$ cat src/core/cct_defs.svh
`ifndef CCT_DEFS_SVH
`define CCT_DEFS_SVH
// Fixed costs of special sequences, in clock cycles and memory accesses
`define CCT_XEQ_CYC      8'd12
`define CCT_XEQ_ACC      8'd4
`define CCT_RESET_CYC    8'd36
`define CCT_RESET_ACC    8'd10
`define CCT_LOAD_CYC     8'd32
`define CCT_LOAD_ACC     8'd10
`define CCT_INTR_CYC     8'd32
`define CCT_INTR_ACC     8'd10
`define CCT_UNDEF_CYC    8'd8
`define CCT_UNDEF_ACC    8'd2
// Addressing-mode overhead
`define CCT_IND_CYC      8'd6
`define CCT_IND_ACC      8'd2
`define CCT_AINC_W_CYC   8'd12
`define CCT_AINC_B_CYC   8'd10
`define CCT_AINC_ACC     8'd4
`define CCT_SYM_CYC      8'd10
`define CCT_SYM_ACC      8'd2
`define CCT_IDX_CYC      8'd12
`define CCT_IDX_ACC      8'd4
// Divide base and per-step spread
`define CCT_DIV_BASE     8'd104
`define CCT_DIV_ACC      8'd12
`define CCT_DIV_STEPS    5'd16
// Memory cycle: two byte transfers, two clocks each
`define CCT_BYTE_CYC     8'd2
// Four-phase clock, reference phase 3 (index 2)
`define CCT_PHASES       2'd3
`define CCT_REF_PHASE    2'd2
// Mode field codes
`define CCT_MODE_REG     2'h0
`define CCT_MODE_IND     2'h1
`define CCT_MODE_SYM     2'h2
`define CCT_MODE_AINC    2'h3
// Undefined opcode ranges
`define CCT_UND_A_HI     16'h01FF
`define CCT_UND_B_LO     16'h0C00
`define CCT_UND_B_HI     16'h0FFF
`define CCT_UND_C_LO     16'h0780
`define CCT_UND_C_HI     16'h07FF
`define CCT_UND_D        16'h0320
`define CCT_UND_E        16'h033F
`endif

$ cat src/core/cct_pkg.sv
package cct_pkg;
  // Kind of sequence being timed
  typedef enum logic [2:0] {
    CCT_OP_NORMAL,
    CCT_OP_DIVIDE,
    CCT_OP_EXECUTE,
    CCT_OP_RESET,
    CCT_OP_LOAD,
    CCT_OP_INTR
  } cct_op_t;
  // Sequencer state
  typedef enum logic [1:0] {
    CCT_IDLE,
    CCT_BUSY,
    CCT_MEM
  } cct_state_t;
endpackage : cct_pkg

$ cat src/core/cct_phase_if.sv
`timescale 1ns/10ps
`default_nettype none
// Four-phase timing shared by the sequencer and the phase generator
interface cct_phase_if;
  logic [1:0] phase;     // Current phase index 0..3
  logic       ref_tick;  // High in the reference phase
  logic       sys_tick;  // One system clock per four input clocks
  modport gen (output phase, output ref_tick, output sys_tick);
  modport use_side (input phase, input ref_tick, input sys_tick);
endinterface : cct_phase_if
`default_nettype wire

$ cat src/core/cct_phase_gen.sv
`timescale 1ns/10ps
`default_nettype none
`include "cct_defs.svh"
// Divides the input clock into four phases of one input period each
module cct_phase_gen (
  input wire logic   clk,
  input wire logic   reset,
  cct_phase_if.gen   ph
);
  logic [1:0] phase_reg;  // Phase counter
  logic [1:0] phase_next;

  assign phase_next = (phase_reg == `CCT_PHASES) ? 2'h0 : phase_reg + 2'h1;

  // Free-running phase counter
  always_ff @(posedge clk or posedge reset) begin
    if (reset) begin
      phase_reg <= 2'h0;
    end else begin
      phase_reg <= phase_next;
    end
  end

  assign ph.phase    = phase_reg;
  assign ph.ref_tick = (phase_reg == `CCT_REF_PHASE);
  assign ph.sys_tick = (phase_reg == `CCT_PHASES);

  phase_wrap_a: assert property (@(posedge clk) disable iff (reset)
    (phase_reg == `CCT_PHASES) |=> (phase_reg == 2'h0))
    else $error("phase counter did not wrap after phase 4");
endmodule : cct_phase_gen
`default_nettype wire

$ cat src/core/cct_timing.sv
`timescale 1ns/10ps
`default_nettype none
`include "cct_defs.svh"
// Functional notes
// - Divide time varies with partial quotient bits
// - Execute-other costs 12 cycles, 4 accesses, plus target
// - Reset sequence takes 36 cycles, 10 accesses
// - Interrupt switch takes 32 cycles, 10 accesses
// - Undefined opcodes cost 8 cycles, 2 accesses
// - Word addressing-mode overhead per mode table
// - Byte auto-increment adds 10 cycles, 4 accesses
// - Input clock four times system, four phases
// - External samples and changes on phase 3; bus_strobe here comes one clock later, in phase 4
// - Time equals cycles plus waits times accesses
// - Word access is two bytes, MSB first
module cct_timing
  import cct_pkg::*;
(
  input  wire logic        clk,                  // Input clock, four per system clock
  input  wire logic        reset,                // Asynchronous, active high
  input  wire logic        start,                // Begin timing one sequence
  input  wire cct_pkg::cct_op_t op_kind,         // What sequence to time
  input  wire logic [15:0] opcode,               // Instruction word
  input  wire logic [7:0]  base_cycles,          // Table cycle count, all-register form
  input  wire logic [7:0]  base_accesses,        // Table access count
  input  wire logic        byte_op,              // Byte operand selects byte table
  input  wire logic [1:0]  src_mode,             // Source mode field
  input  wire logic        src_reg_zero,         // Source register field is zero
  input  wire logic [1:0]  dst_mode,             // Destination mode field
  input  wire logic        dst_reg_zero,         // Destination register field is zero
  input  wire logic        dst_used,             // Destination operand present
  input  wire logic [15:0] div_quotient,         // Partial quotient bits of a divide
  input  wire logic [3:0]  wait_states,          // Wait states per memory access
  input  wire logic [2:0]  interrupt_code_lines, // May change asynchronously
  output var  logic        busy,                 // Sequence in progress
  output var  logic        done,                 // One-cycle pulse at sequence end
  output var  logic [11:0] total_cycles,         // Cycles charged, waits included
  output var  logic [7:0]  accesses,             // Memory accesses charged
  output var  logic        undefined_op,         // Last opcode was undefined
  output var  logic        bus_low_byte,         // Byte lane: 0 MSB, 1 LSB
  output var  logic        bus_strobe,           // Byte transfer, one clock after reference phase
  output var  logic [2:0]  int_code_sync         // Synchronised interrupt code
);
  cct_phase_if ph ();

  cct_phase_gen u_phase (
    .clk   (clk),
    .reset (reset),
    .ph    (ph)
  );

  // Overhead of one operand's mode: returns {cycles, accesses}
  function automatic logic [15:0] mode_cost(input logic [1:0] m, input logic rz,
                                            input logic bt);
    logic [15:0] r;
    r = 16'h0000;
    if (m == `CCT_MODE_IND) begin
      r = {`CCT_IND_CYC, `CCT_IND_ACC};
    end else if (m == `CCT_MODE_AINC) begin
      r = {(bt ? `CCT_AINC_B_CYC : `CCT_AINC_W_CYC), `CCT_AINC_ACC};
    end else if (m == `CCT_MODE_SYM) begin
      r = rz ? {`CCT_SYM_CYC, `CCT_SYM_ACC} : {`CCT_IDX_CYC, `CCT_IDX_ACC};
    end
    return r;
  endfunction : mode_cost

  // Count of set bits, used for divide step spread
  function automatic logic [4:0] ones(input logic [15:0] v);
    logic [4:0] n;
    n = 5'h00;
    for (int i = 0; i < 16; i++) begin
      n = n + {4'h0, v[i]};
    end
    return n;
  endfunction : ones

  // Opcode decode
  wire logic is_undef;
  assign is_undef = (opcode <= `CCT_UND_A_HI) ||
                    (opcode >= `CCT_UND_B_LO && opcode <= `CCT_UND_B_HI) ||
                    (opcode >= `CCT_UND_C_LO && opcode <= `CCT_UND_C_HI) ||
                    (opcode == `CCT_UND_D) || (opcode == `CCT_UND_E);

  wire logic [15:0] src_cost;
  wire logic [15:0] dst_cost;
  assign src_cost = mode_cost(src_mode, src_reg_zero, byte_op);
  assign dst_cost = dst_used ? mode_cost(dst_mode, dst_reg_zero, byte_op) : 16'h0000;

  // Divide: two cycles per set quotient bit within the 104..136 span
  wire logic [7:0] div_cyc;
  assign div_cyc = `CCT_DIV_BASE + {2'h0, ones(div_quotient), 1'b0};

  // Cycle and access charge for the requested sequence
  logic [7:0] c_sel;
  logic [7:0] m_sel;
  always_comb begin
    c_sel = base_cycles + src_cost[15:8] + dst_cost[15:8];
    m_sel = base_accesses + src_cost[7:0] + dst_cost[7:0];
    case (op_kind)
      CCT_OP_RESET: begin
        c_sel = `CCT_RESET_CYC;
        m_sel = `CCT_RESET_ACC;
      end
      CCT_OP_LOAD: begin
        c_sel = `CCT_LOAD_CYC;
        m_sel = `CCT_LOAD_ACC;
      end
      CCT_OP_INTR: begin
        c_sel = `CCT_INTR_CYC;
        m_sel = `CCT_INTR_ACC;
      end
      CCT_OP_EXECUTE: begin
        // Target instruction's own time is charged by its own start
        c_sel = `CCT_XEQ_CYC + src_cost[15:8];
        m_sel = `CCT_XEQ_ACC + src_cost[7:0];
      end
      CCT_OP_DIVIDE: begin
        c_sel = div_cyc + src_cost[15:8];
        m_sel = `CCT_DIV_ACC + src_cost[7:0];
      end
      default: begin
        if (is_undef) begin
          c_sel = `CCT_UNDEF_CYC;
          m_sel = `CCT_UNDEF_ACC;
        end
      end
    endcase
  end

  wire logic undef_now;
  assign undef_now = (op_kind == CCT_OP_NORMAL) && is_undef;

  // Total time in clocks: C + W*M, each access being two byte transfers
  wire logic [11:0] total_next;
  // Both factors widened first so the product keeps all twelve bits
  assign total_next = {4'h0, c_sel} + ({4'h0, m_sel} * {8'h00, wait_states});

  // Sequencer registers
  cct_state_t  state_reg, state_next;
  logic [11:0] cnt_reg;       // Clocks left in the sequence
  logic [11:0] total_reg;
  logic [7:0]  acc_reg;
  logic        undef_reg;
  logic        done_reg;
  logic        lane_reg;      // Byte lane, toggles per transfer
  logic        strobe_reg;
  logic        busy_reg;      // Busy output straight from a flop
  logic [2:0]  ic_meta_reg;   // First stage, read only by the second
  logic [2:0]  ic_sync_reg;

  wire logic last;
  assign last = (state_reg == CCT_BUSY) && (cnt_reg == 12'h001);

  always_comb begin
    state_next = state_reg;
    case (state_reg)
      CCT_IDLE: begin
        if (start) begin
          state_next = CCT_BUSY;
        end
      end
      CCT_BUSY: begin
        if (last) begin
          state_next = CCT_IDLE;
        end
      end
      default: begin
        state_next = CCT_IDLE;
      end
    endcase
  end

  // State and counter; one clock per count
  always_ff @(posedge clk or posedge reset) begin
    if (reset) begin
      state_reg <= CCT_IDLE;
      busy_reg  <= 1'b0;
      cnt_reg   <= 12'h000;
      total_reg <= 12'h000;
      acc_reg   <= 8'h00;
      undef_reg <= 1'b0;
    end else begin
      state_reg <= state_next;
      busy_reg  <= (state_next == CCT_BUSY);
      if (state_reg == CCT_IDLE && start) begin
        cnt_reg   <= (total_next == 12'h000) ? 12'h001 : total_next;
        total_reg <= total_next;
        acc_reg   <= m_sel;
        undef_reg <= undef_now;
      end else if (state_reg == CCT_BUSY) begin
        cnt_reg <= cnt_reg - 12'h001;
      end
    end
  end

  // End pulse
  always_ff @(posedge clk or posedge reset) begin
    if (reset) begin
      done_reg <= 1'b0;
    end else begin
      done_reg <= last;
    end
  end

  // Byte transfers one clock after the reference phase: MSB lane first, then LSB
  // Lane advances after each strobe, so the first strobe of a sequence shows MSB
  always_ff @(posedge clk or posedge reset) begin
    if (reset) begin
      lane_reg   <= 1'b0;
      strobe_reg <= 1'b0;
    end else begin
      strobe_reg <= (state_reg == CCT_BUSY) && ph.ref_tick;
      if (state_reg != CCT_BUSY) begin
        lane_reg <= 1'b0;
      end else if (strobe_reg) begin
        lane_reg <= ~lane_reg;
      end
    end
  end

  // Interrupt code lines are the only inputs taken through a two-flop synchroniser
  always_ff @(posedge clk or posedge reset) begin
    if (reset) begin
      ic_meta_reg <= 3'h0;
      ic_sync_reg <= 3'h0;
    end else begin
      ic_meta_reg <= interrupt_code_lines;
      ic_sync_reg <= ic_meta_reg;
    end
  end

  assign busy          = busy_reg;
  assign done          = done_reg;
  assign total_cycles  = total_reg;
  assign accesses      = acc_reg;
  assign undefined_op  = undef_reg;
  assign bus_low_byte  = lane_reg;
  assign bus_strobe    = strobe_reg;
  assign int_code_sync = ic_sync_reg;

  reset_cost_a: assert property (@(posedge clk) disable iff (reset)
    (state_reg == CCT_IDLE && start && op_kind == CCT_OP_RESET && wait_states == 4'h0)
    |=> (total_reg == 12'd36 && acc_reg == 8'd10))
    else $error("reset sequence cost wrong");

  load_cost_a: assert property (@(posedge clk) disable iff (reset)
    (state_reg == CCT_IDLE && start && op_kind == CCT_OP_LOAD && wait_states == 4'h0)
    |=> (total_reg == 12'd32 && acc_reg == 8'd10))
    else $error("load sequence cost wrong");

  intr_cost_a: assert property (@(posedge clk) disable iff (reset)
    (state_reg == CCT_IDLE && start && op_kind == CCT_OP_INTR)
    |=> (acc_reg == 8'd10))
    else $error("interrupt switch access count wrong");

  undef_cost_a: assert property (@(posedge clk) disable iff (reset)
    (state_reg == CCT_IDLE && start && undef_now && wait_states == 4'h0)
    |=> (undefined_op && total_reg == 12'd8 ##8 done))
    else $error("undefined opcode not done in 8 cycles");

  xeq_cost_a: assert property (@(posedge clk) disable iff (reset)
    (state_reg == CCT_IDLE && start && op_kind == CCT_OP_EXECUTE && src_mode == 2'h0)
    |=> (acc_reg == 8'd4))
    else $error("execute-other access count wrong");

  div_span_a: assert property (@(posedge clk) disable iff (reset)
    (state_reg == CCT_IDLE && start && op_kind == CCT_OP_DIVIDE && src_mode == 2'h0 &&
     wait_states == 4'h0) |=> (total_reg >= 12'd104 && total_reg <= 12'd136))
    else $error("divide time out of span");

  byte_ainc_a: assert property (@(posedge clk) disable iff (reset)
    (byte_op && src_mode == 2'h3) |-> (src_cost == {8'd10, 8'd4}))
    else $error("byte auto-increment overhead wrong");

  word_idx_a: assert property (@(posedge clk) disable iff (reset)
    (src_mode == 2'h2 && !src_reg_zero) |-> (src_cost == {8'd12, 8'd4}))
    else $error("indexed overhead wrong");

  lane_order_a: assert property (@(posedge clk) disable iff (reset)
    $rose(busy) |-> !bus_low_byte)
    else $error("transfer did not start on high byte");

  wait_time_a: assert property (@(posedge clk) disable iff (reset)
    (state_reg == CCT_IDLE && start) |=> (total_reg >= {4'h0, $past(c_sel)}))
    else $error("total time below base cycles");
endmodule : cct_timing
`default_nettype wire

$ cat config.mk
export PLATFORM = sky130hd
export DESIGN_NAME = cct_timing
export DESIGN_NICKNAME = d
export VERILOG_FILES = /design/src/core/cct_pkg.sv /design/src/core/cct_phase_if.sv /design/src/core/cct_phase_gen.sv /design/src/core/cct_timing.sv
export VERILOG_INCLUDE_DIRS = /design/src /design/src/core
export SDC_FILE = /design/constraint.sdc
export NUM_CORES = 1
export LEC_CHECK = 0
export BUFFER_PORTS_ARGS = -buffer_cell sky130_fd_sc_hd__buf_2
export CORE_AREA = 2 2 101 103
export CTS_CLUSTER_DIAMETER = 30
export CTS_CLUSTER_SIZE = 20
export DETAILED_ROUTE_END_ITERATION = 8
export DIE_AREA = 0 0 103 105
export HOLD_SLACK_MARGIN = 0.12
export PLACE_DENSITY = 0.8
export SYNTH_ARGS = -nofsm -noshare
export SYNTH_HDL_FRONTEND = slang
export SYNTH_SLANG_ARGS = --single-unit
$ cat constraint.sdc
create_clock -name clk -period 1.9 [get_ports clk]
set_input_delay 0.19 -clock clk [delete_from_list [all_inputs] [get_ports clk]]
set_output_delay 0.19 -clock clk [all_outputs]
set_load 0.01 [all_outputs]
==> results.sh <==
export IMPL_outcome="complete, but fails checks"
export IMPL_violations="negative setup slack"
export IMPL_grt_max_degree=48
export IMPL_cts_tree="built"
export IMPL_synthDistinctLibCells=61
export IMPL_syn_avg_cell_area_um2=8.73
export IMPL_start_util_pct=48.9
export IMPL_hold_path_class="in -> reg"
export IMPL_routed_wl_um=14500
export IMPL_hold_path_cell_count=4
export IMPL_critPathMaxStageDelay_ps=540
export IMPL_area_growth_pct=47.4
export IMPL_io_buffers=96
export IMPL_setup_viol_count_final=26
export IMPL_cp_startpoint="div_quotient[11]"
export IMPL_power_density_nw_per_um2=1260
export IMPL_ios=97
export IMPL_die_h_um=105
export IMPL_yosys_warnings=0
export IMPL_synth_xor_xnor_area_share_pct=3.35
export IMPL_final_fill_count=665
export IMPL_hold_viol_final=0
export IMPL_dieArea_um2=10800
export IMPL_postPlaceCellArea_um2=6260
export IMPL_drive_above_1_share_pct=42.6
export IMPL_synth_top_area_share_pct=25.0
export IMPL_cts_sinks=47
export IMPL_synth_compound_area_share_pct=17.2
export IMPL_drt_iter0_drc=304
export IMPL_seq_area_um2=1180
export IMPL_track_usage_pct=25.2
export IMPL_rsz0062_at_grt="yes"
export IMPL_leakagePower_uw=0.00351
export IMPL_slowest_stage="fa_1"
export IMPL_drv_slew=0
export IMPL_grt_pass1_wl_um=22000
export IMPL_synthTopCellsByArea="dfrtp_1 (25%), fa_1 (16%), ha_1 (11%)"
export IMPL_antenna_cells=0
export IMPL_ir_drop_uv=885
export IMPL_holdPathEnd="accesses[0]$_DFFE_PP0P_"
export IMPL_synth_top_family_by_area="adder cells"
export IMPL_timing_rr_end="cnt_reg[0]$_DFFE_PP0P_"
export IMPL_core_um2=9640
export IMPL_rr_startpoint="state_reg[0]$_DFF_PP0_"
export IMPL_synth_seq_cells=47
export IMPL_fin_crit_sh_pct=336
export IMPL_timing_hold_ws_ps=283
export IMPL_synth_most_common_cell="inv_1"
export IMPL_dr_pass1_iters=5
export IMPL_cpMostUsedCell="fa_1"
export IMPL_yosysTopAreaCell="dfrtp_1"
export IMPL_path_clk_slew_ps=90
export IMPL_fin_ws_ps=-4490
export IMPL_vias=4822
export IMPL_synthAdderAreaFrac_pct=26.9
export IMPL_ys_seq_area_share_pct=25.0
export IMPL_muxShareOfSynthArea_pct=1.57
export IMPL_end_kind="register"
export IMPL_synth_edf_count=0
export IMPL_critical_path_class="in -> reg"
export IMPL_gp_congestion=0.897
export IMPL_multi_input_area_um2=3750
export IMPL_synthSimpleGateAreaFrac_pct=18.5
export IMPL_antenna_found_initial=0
export IMPL_worst_pin_slew_ps=626
export IMPL_synth_nets=688
export IMPL_ff2ff_path_depth=7
export IMPL_relSlewSlack_pct=58.3
export IMPL_critPathArrivalTime_ps=6580
export IMPL_dp_hpwl_um=10100
export IMPL_startpoint_type="input pin"
export IMPL_totalPowerFinal_uw=8760
export IMPL_worstSkewPairLatency_ps=310
export IMPL_cts_buffers=5
export IMPL_die_w_um=103
export IMPL_grt_pass1_vias=4966
export IMPL_htreeDepth=2
export IMPL_post_route_min_period_ps=6390
export IMPL_synth_ff_type="dfrtp_1"
export IMPL_syn_inst=540
export IMPL_ant_nets=0
export IMPL_clk_path_buf_depth=2
export IMPL_crit_fanout=4
export IMPL_setup_tns_ps=-89470
export IMPL_required_ps=2100
export IMPL_maxCapViolations=0
export IMPL_ys_top_cells_by_count="inv_1 (78), nand2_1 (52), dfrtp_1 (47)"
export IMPL_design_area_um2=6950
export IMPL_syn_area_um2=4710
export IMPL_finClkSkew_ps=13.6
export IMPL_async_reset_ff_share_pct=100
export IMPL_drc=0
export IMPL_min_from="base_accesses[0]"
export IMPL_clk_root_buffer_cell="clkbuf_8"
export IMPL_ff2ff_setup_slack_ps=-110
export IMPL_nets=888
export IMPL_overflow=0
export IMPL_core_rowCount=36
export IMPL_routedWlPerCell_um=16.6
export IMPL_max_freq_mhz=157
export IMPL_viasPerCell=5.52
export IMPL_pre_cts_ws_ps=-4750
worst max path at each step:
stage / to / cells after the start
after floorplan: cnt_reg[0]$_DFFE_PP0P_ / 28
after global placement: cnt_reg[0]$_DFFE_PP0P_ / 28
after detailed placement: cnt_reg[0]$_DFFE_PP0P_ / 28
after CTS: cnt_reg[0]$_DFFE_PP0P_ / 28
after global routing: cnt_reg[0]$_DFFE_PP0P_ / 29
final: cnt_reg[0]$_DFFE_PP0P_ / 29
per-stage QoR:
stage / std cells / util, %
after global routing: 874 / 72.1
after floorplan: 540 / -
final: 874 / 72.1
after CTS: 871 / 69.7
after global placement: 855 / 64.9
after detailed placement: 855 / 64.9
placed cells by master (no fill, tap or decap), types with 5 or more instances in the layout:
cell	count
xnor2_1	6
clkbuf_8	6
o21ai_2	6
buf_2	87
buf_4	95
and3_1	8
inv_2	12
ha_1	30
nand3_1	8
a21oi_1	18
dfrtp_1	47
nand4_1	5
fa_1	32
and2_1	14
nand2_1	46
xor2_1	6
inv_1	64
a21o_1	12
nor2b_1	9
a21oi_2	7
o21ai_1	7
fa_2	5
nand2b_1	7
nor3_1	9
ha_4	12
nand2_2	5
o21ai_0	13
nor2_1	31
buf_6	22
metal layers:
metal  global-route usage (%)  wire, um
met1                     31.0      5590
met2                     44.2      7630
met3                     4.21       851
met4                     7.80       408
met5                        0         0
power breakdown:
part	internal [uW]	switching, uW
clock network	434	374
registers	1250	227
logic	3180	3300
total	4860	3900
logic make-up (layout without fill, tap and decap cells):
logic type / Yosys count / in the layout
simple gates: 175 / 175
xor+xnor: 18 / 18
flops: 47 / 47
buf+inv: 93 / 294
compound gates: 120 / 120
other cells: 1 / 1
fa+ha+maj: 79 / 79
mux: 7 / 7
cell type report:
type,instances,area share (%)
flip-flops and latches,47,16.9
clock buffers,6,1.19
well taps,133,2.40
clock inverters,2,0.558
inverters,78,4.29
multi-input cells,400,54.0
repair buffers,208,20.7
timing repair:
action,4_1_cts,5_1_grt
hold endpoints to repair,50,0
gates resized for setup,62,43
setup endpoints to repair,27,27
buffers inserted,5,4
pin swaps,36,25
hold buffers,4,0
critical path, delay by kind of cell:
kind	cells	cell delay, ps
adder cells (fa/ha/maj)	10	3660
AND/OR/NAND/NOR	2	320
buffers and inverters	6	520
XOR/XNOR	2	240
AO/OA/AOI/OAI	9	1630
Note: power is estimated with default switching activity, not from simulation.
